[src/logic/op_exec_regs.vh]
`ifndef OP_EXEC_REGS_VH
`define OP_EXEC_REGS_VH

// Operation codes on the issue port
`define OPC_NONE       2'h0
`define OPC_AND_MEM    2'h1
`define OPC_CALL       2'h2
`define OPC_ZERO_MEM   2'h3

// Status word bit positions
`define FLG_CARRY_BIT  0
`define FLG_HALF_BIT   1
`define FLG_ZERO_BIT   2
`define FLG_WRAP_BIT   3
`define FLG_PDOWN_BIT  4
`define FLG_WDOG_BIT   5

// Reset values
`define RST_STATUS     6'h00
`define RST_BYTE       8'h00
`define RST_PC         12'h000
`define RST_ADDR       8'h00
`define RST_STROBE     1'h0

// Return address step
`define PC_STEP        12'h001

`endif

[src/logic/op_alu.v]
`timescale 1ns/1ps
`default_nettype none
`include "op_exec_regs.vh"

module op_alu #(
    parameter W = 8
) (
    input  wire [1:0]   i_op,       // Operation code
    input  wire [W-1:0] i_acc,      // Accumulator
    input  wire [W-1:0] i_mem,      // Memory operand
    output reg  [W-1:0] o_res,      // Byte to write back
    output wire         o_zero      // Result is zero
);
    always @* begin
        case (i_op)
            `OPC_AND_MEM:  o_res = i_acc & i_mem;
            `OPC_ZERO_MEM: o_res = {W{1'b0}};
            default:       o_res = i_mem;
        endcase
    end

    assign o_zero = (o_res == {W{1'b0}});
endmodule

`default_nettype wire

[src/logic/op_exec.v]
`timescale 1ns/1ps
`default_nettype none
`include "op_exec_regs.vh"

module op_exec #(
    parameter DW = 8,
    parameter AW = 8,
    parameter PW = 12
) (
    input  wire          I_CLK_SYS,      // System clock
    input  wire          I_RESETN,       // Synchronous reset, active low
    input  wire          I_CE,           // Clock enable
    input  wire          I_ISSUE,        // Start an operation, one cycle
    input  wire [1:0]    I_OP,           // Operation code
    input  wire [AW-1:0] I_ADDR,         // Data memory address
    input  wire [PW-1:0] I_TARGET,       // Call target
    input  wire [PW-1:0] I_PC,           // Current program counter
    input  wire [DW-1:0] I_ACC,          // Accumulator
    input  wire [5:0]    I_STATUS,       // Status word in
    input  wire [DW-1:0] I_MEM_RDATA,    // Memory read data, next cycle
    output wire          O_MEM_RD,       // Memory read strobe
    output wire [AW-1:0] O_MEM_ADDR,     // Memory address
    output wire          O_MEM_WR,       // Memory write strobe
    output wire [DW-1:0] O_MEM_WDATA,    // Memory write data
    output wire          O_PUSH,         // Stack push strobe
    output wire [PW-1:0] O_PUSH_DATA,    // Return address
    output wire          O_PC_LOAD,      // Program counter load strobe
    output wire [PW-1:0] O_PC_NEXT,      // New program counter
    output wire          O_STATUS_WR,    // Status write strobe
    output wire [5:0]    O_STATUS,       // Status word out
    output wire          O_BUSY,         // Operation in progress
    output wire          O_DONE          // Operation finished, one cycle
);
    // ********************************
    // State
    // ********************************
    localparam [2:0] ST_IDLE = 3'h1;
    localparam [2:0] ST_READ = 3'h2;
    localparam [2:0] ST_WB   = 3'h4;

    // Registered state and its next values
    reg  [2:0]    state_q;
    reg  [2:0]    state_d;
    reg  [1:0]    op_q;
    reg  [1:0]    op_d;
    reg  [AW-1:0] addr_q;
    reg  [AW-1:0] addr_d;
    reg  [DW-1:0] acc_q;
    reg  [DW-1:0] acc_d;
    reg  [5:0]    stat_q;
    reg  [5:0]    stat_d;
    reg           busy_q;
    reg           busy_d;
    reg           rd_q;
    reg           rd_d;
    reg           wr_q;
    reg           wr_d;
    reg  [DW-1:0] wdata_q;
    reg  [DW-1:0] wdata_d;
    reg           push_q;
    reg           push_d;
    reg  [PW-1:0] push_data_q;
    reg  [PW-1:0] push_data_d;
    reg           pcl_q;
    reg           pcl_d;
    reg  [PW-1:0] pc_next_q;
    reg  [PW-1:0] pc_next_d;
    reg           swr_q;
    reg           swr_d;
    reg  [5:0]    stat_out_q;
    reg  [5:0]    stat_out_d;
    reg           done_q;
    reg           done_d;

    wire          take;
    wire [1:0]    alu_op;
    wire [DW-1:0] alu_res;
    wire          alu_zero;
    wire [PW-1:0] ret_addr;
    wire [5:0]    flags_and;

    // ********************************
    // Operand logic
    // ********************************
    // Issue while busy is dropped, not queued
    assign take     = I_ISSUE & ~busy_q;
    // Zero-memory resolves at issue, AND only after the read returns
    assign alu_op   = busy_q ? op_q : I_OP;
    assign ret_addr = I_PC + `PC_STEP;

    op_alu #(
        .W      (DW)
    ) u_alu (
        .i_op   (alu_op),
        .i_acc  (acc_q),
        .i_mem  (I_MEM_RDATA),
        .o_res  (alu_res),
        .o_zero (alu_zero)
    );

    // Only the zero bit follows the result; the rest pass through
    genvar g;
    generate
        for (g = 0; g < 6; g = g + 1) begin : g_flag
            if (g == `FLG_ZERO_BIT) begin : g_zero
                assign flags_and[g] = alu_zero;
            end else begin : g_keep
                assign flags_and[g] = stat_q[g];
            end
        end
    endgenerate

    // ********************************
    // Next state
    // ********************************
    always @* begin
        state_d     = state_q;
        op_d        = op_q;
        addr_d      = addr_q;
        acc_d       = acc_q;
        stat_d      = stat_q;
        busy_d      = busy_q;
        wdata_d     = wdata_q;
        push_data_d = push_data_q;
        pc_next_d   = pc_next_q;
        stat_out_d  = stat_out_q;
        // Strobes last one enabled cycle
        rd_d        = 1'h0;
        wr_d        = 1'h0;
        push_d      = 1'h0;
        pcl_d       = 1'h0;
        swr_d       = 1'h0;
        done_d      = 1'h0;
        case (state_q)
            ST_IDLE: begin
                if (take) begin
                    op_d   = I_OP;
                    addr_d = I_ADDR;
                    acc_d  = I_ACC;
                    stat_d = I_STATUS;
                    case (I_OP)
                        `OPC_AND_MEM: begin
                            rd_d    = 1'h1;
                            busy_d  = 1'h1;
                            state_d = ST_READ;
                        end
                        `OPC_CALL: begin
                            // No condition is examined
                            push_d      = 1'h1;
                            push_data_d = ret_addr;
                            pcl_d       = 1'h1;
                            pc_next_d   = I_TARGET;
                            swr_d       = 1'h0;
                            done_d      = 1'h1;
                        end
                        `OPC_ZERO_MEM: begin
                            wr_d    = 1'h1;
                            wdata_d = alu_res;
                            swr_d   = 1'h0;
                            done_d  = 1'h1;
                        end
                        default: begin
                            // Empty code starts nothing and never completes
                            done_d = 1'h0;
                        end
                    endcase
                end
            end
            ST_READ: begin
                // Memory answers one cycle after the read strobe
                state_d = ST_WB;
            end
            ST_WB: begin
                wr_d       = 1'h1;
                wdata_d    = alu_res;
                swr_d      = 1'h1;
                stat_out_d = flags_and;
                done_d     = 1'h1;
                busy_d     = 1'h0;
                state_d    = ST_IDLE;
            end
            default: begin
                busy_d  = 1'h0;
                state_d = ST_IDLE;
            end
        endcase
    end

    // ********************************
    // Registers
    // ********************************
    always @(posedge I_CLK_SYS) begin
        if (!I_RESETN) begin
            state_q     <= ST_IDLE;
            op_q        <= `OPC_NONE;
            addr_q      <= `RST_ADDR;
            acc_q       <= `RST_BYTE;
            stat_q      <= `RST_STATUS;
            busy_q      <= `RST_STROBE;
            rd_q        <= `RST_STROBE;
            wr_q        <= `RST_STROBE;
            wdata_q     <= `RST_BYTE;
            push_q      <= `RST_STROBE;
            push_data_q <= `RST_PC;
            pcl_q       <= `RST_STROBE;
            pc_next_q   <= `RST_PC;
            swr_q       <= `RST_STROBE;
            stat_out_q  <= `RST_STATUS;
            done_q      <= `RST_STROBE;
        end else if (I_CE) begin
            // Low enable freezes everything, strobes included
            state_q     <= state_d;
            op_q        <= op_d;
            addr_q      <= addr_d;
            acc_q       <= acc_d;
            stat_q      <= stat_d;
            busy_q      <= busy_d;
            rd_q        <= rd_d;
            wr_q        <= wr_d;
            wdata_q     <= wdata_d;
            push_q      <= push_d;
            push_data_q <= push_data_d;
            pcl_q       <= pcl_d;
            pc_next_q   <= pc_next_d;
            swr_q       <= swr_d;
            stat_out_q  <= stat_out_d;
            done_q      <= done_d;
        end
    end

    assign O_MEM_RD    = rd_q;
    assign O_MEM_ADDR  = addr_q;
    assign O_MEM_WR    = wr_q;
    assign O_MEM_WDATA = wdata_q;
    assign O_PUSH      = push_q;
    assign O_PUSH_DATA = push_data_q;
    assign O_PC_LOAD   = pcl_q;
    assign O_PC_NEXT   = pc_next_q;
    assign O_STATUS_WR = swr_q;
    assign O_STATUS    = stat_out_q;
    assign O_BUSY      = busy_q;
    assign O_DONE      = done_q;
endmodule

`default_nettype wire

[config.mk]
export PLATFORM = sky130hd
export DESIGN_NAME = op_exec
export DESIGN_NICKNAME = d
export VERILOG_FILES = /design/src/logic/op_alu.v /design/src/logic/op_exec.v
export VERILOG_INCLUDE_DIRS = /design/src /design/src/logic
export SDC_FILE = /design/constraint.sdc
export NUM_CORES = 1
export LEC_CHECK = 0
export ABC_AREA = 1
export ABC_CLOCK_PERIOD_IN_PS = 1500
export BUFFER_PORTS_ARGS = -buffer_cell sky130_fd_sc_hd__buf_4
export CORE_MARGIN = 5
export CORE_UTILIZATION = 43
export CTS_BUF_LIST = sky130_fd_sc_hd__clkbuf_2
export DETAILED_ROUTE_END_ITERATION = 8
export GPL_TIMING_DRIVEN = 0
export PLACE_DENSITY_LB_ADDON = 0.1
export SLEW_MARGIN = 10
export SYNTH_ARGS = -nofsm -noshare
export SYNTH_HDL_FRONTEND = slang
export SYNTH_SLANG_ARGS = --single-unit
[constraint.sdc]
create_clock -name I_CLK_SYS -period 1.5 [get_ports I_CLK_SYS]
set_input_delay 0.075 -clock I_CLK_SYS [delete_from_list [all_inputs] [get_ports I_CLK_SYS]]
set_output_delay 0.075 -clock I_CLK_SYS [all_outputs]
set_load 0.1 [all_outputs]
Yosys cells after proc, flatten, opt, wreduce, memory -nomap -nowiden
Cells that the tools add are included.

storage, ports and cells
  flip-flop bits (word level) = 71
  latch bits = 0
  RAM bits = 0
  ROM bits = 0
  input bits = 60
  output and inout bits = 53
  memories kept = 0

cells by class
  add/sub/neg operators = 1
  multipliers = 0
  divide/modulo/power cells = 0
  order comparisons = 0
  equality and inequality tests = 11
  shift operators = 0
  multiplexer cells = 24
  bitwise logic cells = 4
  reductions and logical operators = 9

operator list
  kind                                           count
  case mux 8 bit (2 select lines)                2
  two-way mux 8 bit                              2
  two-way mux 1 bit                              13
  adder 12 x 1 -> 12 bit, second input constant  1
  AND reduction 4 bit                            3
  AND 8 bit                                      1
  logical NOT 8 bit                              1
  == test 2 bit, second input constant           3
  two-way mux 3 bit                              2
  case mux 1 bit (2 select lines)                3
  case mux 3 bit (2 select lines)                1
  AND reduction 3 bit                            2
  == test 2 x 1 -> 1 bit, second input constant  2
  != test 2 x 1 -> 1 bit, second input constant  2
  == test 3 x 1 -> 1 bit, second input constant  1
  == test 3 x 2 -> 1 bit, second input constant  1
  == test 3 bit, second input constant           1
  two-way mux 2 bit                              1
  != test 2 bit, second input constant           1
  inverter 1 bit                                 2
  AND reduction 2 bit                            1
  nonzero test 2 bit                             1
  OR reduction 2 bit                             1
  AND 1 bit                                      1

Longest topological paths before layout
  word-level depth = 6
  depth in mapped cells = 9

By module
Synthesis repeated with hierarchy kept, for this count alone.

second synthesis, totals
  cells, all modules = 439
  area total of the unflattened synthesis = 3,044.2 sq um

by module, submodules not included
  module   times used  cells each  area each (sq um)  seq. area each (sq um)
  op_exec  1           394         2,865.2            1,401.3
  op_alu   1           45          178.9              0.0

Least setup slack after synthesis
Ideal clock, no wire load.

  kind = register -> register
  from = register busy_q, in the netlist O_BUSY
  to = register stat_out_q[2], in the netlist O_STATUS[2]
  arrival = 1.930 ns
  slack = -0.501 ns
  stages on the path, launching flop included = 9
  path buffers = 0
  period minus slack after synthesis = 2.001 ns
  path through = dfxtp_1 nand2_1 nand3_1 nand2_1 nand2_1 nand2_1 nor2_1 nand2_1 a21oi_1

on the way
  word-level cells in the longest chain between the ends = 4
  elaborated cells between the ends (all ways) = 5

RTL lines
  element                                                         line           source
  start: declaration                                              op_exec.v:52   reg busy_q;
  start signal: assignment                                        op_exec.v:199  busy_q <= `RST_STROBE;
  start signal: assignment                                        op_exec.v:217  busy_q <= busy_d;
  two-way mux 2 bit *                                             op_exec.v:88   assign alu_op = busy_q ? op_q : I_OP;
  == test 2 bit / == test 2 x 1 -> 1 bit (equally long branches)  op_alu.v:15    case (i_op)
  case mux 8 bit (2 select lines) *                               op_alu.v:15
  logical NOT 8 bit *                                             op_alu.v:22    assign o_zero = (o_res == {W{1'b0}});
  end signal: assignment                                          op_exec.v:208  stat_out_q <= `RST_STATUS;
  end signal: assignment                                          op_exec.v:226  stat_out_q <= stat_out_d;
  end: declaration                                                op_exec.v:70   reg [5:0] stat_out_q;

Mark *: on every way between the ends. The rest lies on a longest branch, timed or not.
A chain may end at the register's enable or synchronous reset.

Worst setup path in the final report
  from = register busy_q, in the netlist O_BUSY
  to = register pc_next_q[8], in the netlist O_PC_NEXT[8]

on the way
  word-level cells in the longest chain between the ends = 3

RTL lines
  element                               line           source
  inverter 1 bit                        op_exec.v:86   assign take = I_ISSUE & ~busy_q;
  AND 1 bit                             op_exec.v:86
  AND reduction 4 bit (no source line)  -
  end signal: assignment                op_exec.v:206  pc_next_q <= `RST_PC;
  end signal: assignment                op_exec.v:224  pc_next_q <= pc_next_d;
  end: declaration                      op_exec.v:66   reg [PW-1:0] pc_next_q;

Every way passes these cells.

==> flow_summary.yaml <==
run_status:
  outcome: "finished clean"
cells_and_area:
  layout.cells.most_common: "sky130_fd_sc_hd__buf_4"
  mostFrequentLayoutCells: "118 x sky130_fd_sc_hd__buf_4, 88 x sky130_fd_sc_hd__nand2_1, 83 x sky130_fd_sc_hd__nor2_1"
  synthToLayoutAreaGrowth_pct: 58.7
  layout.nets: 636
  drive_gt1_share_pct: 28.3
  finish.utilization_pct: 68.8
  num_antenna_cells: 0
  stdcell_area_um2: 4600
critical_path:
  required_ns: 1.87
  worst_setup_path_end_kind: "flop"
  timing.critical_path.arrival_ns: 1.82
  cp_max_fo: 10
  timing.setup.critical_path_class: "reg2reg"
  r2r_slack_ns: 0.05
  startpoint_type: "flop"
clocking:
  ctsRootBufferMaster: "sky130_fd_sc_hd__clkbuf_2"
  clock_insertion_delay_worst_skew_ns: 0.49
  tritoncts: "built"
  cts_inserted_buffers: 9
  worst_path_clk_slew_ns: 0.21
  cts_sink_cnt: 70
  cts_max_path_buffers: 2
  htreeDepth: 3
synth:
  number_of_distinct_library_cell_variants_in_the_gate_level_netlist_after_synthesis: 30
  synth.cell_area_um2: 2900
  synthesis.area_per_instance_um2: 7.42
  synth.yosys.seq_area_share_pct: 48.4
  ys_async_rst_share_pct: 0
  synth_nets: 451
  cells_after_synthesis: 390
  yosys_most_used_dff: "sky130_fd_sc_hd__dfxtp_1"
  yosysWarningCount: 0
  synth_seq_cells: 70
  synth-edff-count: 0
global_route:
  grt_antenna_before_repair: 0
  grt_use_met2_pct: 33.9
  grt_max_degree: 13
  global_route_wire_length_before_repair_um: 14100
  global_route.usage.total_pct: 20.3
  gr-max-usage-layer: "met2"
  grt_remaining_overflow: 0
  number_of_global_route_vias_before_repair: 3088
  groute.layer.met1.usage_pct: 25.4
  gr-usage-met3_pct: 4.84
timing:
  final.setup.tns_ns: 0
  finalSetupViolCount: 0
  slew_viol_final: 0
  worst_max_slew_margin_expressed_relative_to_the_limit_pct: 65.9
  timing_hold_violations_final: 0
  slew_worst_pin_ns: 0.511
  skew_ns: 0.0267
  achievable_clock_frequency_ghz: 0.691
  period_needed_ns: 1.45
  part_of_the_cycle_the_worst_path_needs_pct: 96.4
  hold_ws_ns: 0.0644
  grt_setup_unrepaired: "true"
route:
  final_ant_viol_nets: 0
  wl_per_cell_um: 12.7
  remaining_design_rule_violation_count: 0
  via_density_per_instance: 4.71
  drt_first_iter_violations: 139
  drt_pass1_iterations: 4
  vias: 3106
  routed_wl_um: 8400
floorplan:
  die_area_um2: 8470
  ios: 113
  core-area_um2: 6680
  placement_rows: 30
  floorplan.initialDensity_pct: 43.3
  die_boundary_height_um: 92.1
  die_w_um: 92.1
power_and_ir_drop:
  power.density_nw_per_um2: 1010
  power.static_leakage_nw: 2.12
  irDropWorstVdd_mv: 0.598
  totalPowerFinal_mw: 4.64
place:
  portBuffers: 111
  post_place_instance_area_um2: 3830
  hpwlAfterDp_um: 5750
  place.gp.congestion: 0.807
run:
  drv.max_cap_violation_count: 0
hold_path:
  worstHoldPathType: "in2reg"
[report_power, final]
part | leakage (nW) | internal [mW] | switching [mW]
sequential | 0.570 | 2.02 | 0.0972
clock | 0.0557 | 0.219 | 0.674
combinational | 1.50 | 0.542 | 1.09
total | 2.12 | 2.78 | 1.86
[state kept, by name, indices dropped and copies added, names as in the netlist]
name	flops
O_MEM_ADDR	8
stat_q	5
O_BUSY	1
O_MEM_WR	1
O_PUSH_DATA	12
O_MEM_RD	1
op_q	2
acc_q	8
state_q	3
O_PC_NEXT	12
O_MEM_WDATA	8
O_STATUS_WR	1
O_PC_LOAD	1
O_DONE	1
O_STATUS	6
[worst max-delay path, stage by stage (launching register included)]
cell and delay [ns]:
sky130_fd_sc_hd__dfxtp_4 0.40, sky130_fd_sc_hd__inv_2 0.07, sky130_fd_sc_hd__nand2_4 0.07, sky130_fd_sc_hd__inv_1 0.07, sky130_fd_sc_hd__nand3_2 0.08, sky130_fd_sc_hd__nor3_4 0.28
sky130_fd_sc_hd__inv_2 0.09, sky130_fd_sc_hd__buf_6 0.15, sky130_fd_sc_hd__nand2_1 0.07, sky130_fd_sc_hd__a21oi_1 0.07
[stage by stage]
| stage | setup WS [ns] | std cells |
|---|---|---|
| 6_report | 0.0534 | 660 |
| 5_1_grt | -0.0469 | 660 |
| 4_1_cts | 0.00727 | 656 |
| 3_5_place_dp | -0.0606 | 581 |
| 3_3_place_gp | -0.0416 | 581 |
| 2_1_floorplan | 0.0515 | 390 |
[per-layer routing]
metal	routed length, um	up-vias
li1	-	1626
met1	3740	1375
met2	4020	88
met3	481	17
met4	161	0
met5	0	-
[cells in the mapped netlist (2+ instances only)]
cell type	number	share of area, %
sky130_fd_sc_hd__a21oi_1	38	6.6
sky130_fd_sc_hd__buf_2	4	0.69
sky130_fd_sc_hd__buf_4	3	0.78
sky130_fd_sc_hd__buf_6	3	1.2
sky130_fd_sc_hd__clkbuf_1	6	0.78
sky130_fd_sc_hd__dfxtp_1	70	48
sky130_fd_sc_hd__inv_1	12	1.6
sky130_fd_sc_hd__inv_2	5	0.65
sky130_fd_sc_hd__nand2_1	89	12
sky130_fd_sc_hd__nand3_1	16	2.8
sky130_fd_sc_hd__nand4_1	2	0.43
sky130_fd_sc_hd__nor2_1	84	11
sky130_fd_sc_hd__nor3_1	3	0.52
sky130_fd_sc_hd__nor3_4	2	1.1
sky130_fd_sc_hd__o21ai_0	30	5.2
sky130_fd_sc_hd__o21ai_2	2	0.61
sky130_fd_sc_hd__xnor2_1	2	0.61
sky130_fd_sc_hd__xor2_1	7	2.1
[final cells by class]
class | instances | area [um^2]
Fill cell | 585 | 2090
Clock buffer | 10 | 50.0
Sequential cell | 70 | 1410
Inverter | 18 | 67.6
Tap cell | 80 | 100
Timing Repair Buffer | 174 | 1450
Clock inverter | 6 | 37.5
Multi-Input combinational cell | 285 | 1370
Buffer | 17 | 115
[logic make-up (layout without fill, tap and decap cells)]
| kind of cell | Yosys count | in the layout | share of synthesized area (%) |
|---|---|---|---|
| AO/OA/AOI/OAI | 73 | 73 | 13.1 |
| AND/OR/NAND/NOR | 202 | 202 | 29.5 |
| flip-flops | 70 | 70 | 48.4 |
| XOR/XNOR | 9 | 9 | 2.72 |
| buffers and inverters | 35 | 225 | 5.88 |
| adder cells (fa/ha/maj) | 1 | 1 | 0.432 |
[final timing paths]
check | to | start | cells after the start
max reg2reg | O_PC_NEXT[8] | O_BUSY | 9
max | O_PC_NEXT[8] | O_BUSY | 9
min reg2reg | O_PC_NEXT[1] | O_PC_NEXT[1] | 2
min | O_MEM_RD | I_ISSUE | 5
[what timing repair did]
action	CTS	global route
hold buffers	58	0
pin swaps	1	3
resized for setup	3	14
hold endpoints to repair	59	0
setup endpoints to repair	8	39
setup buffers	1	4
Note: power is estimated with default switching activity, not from simulation.
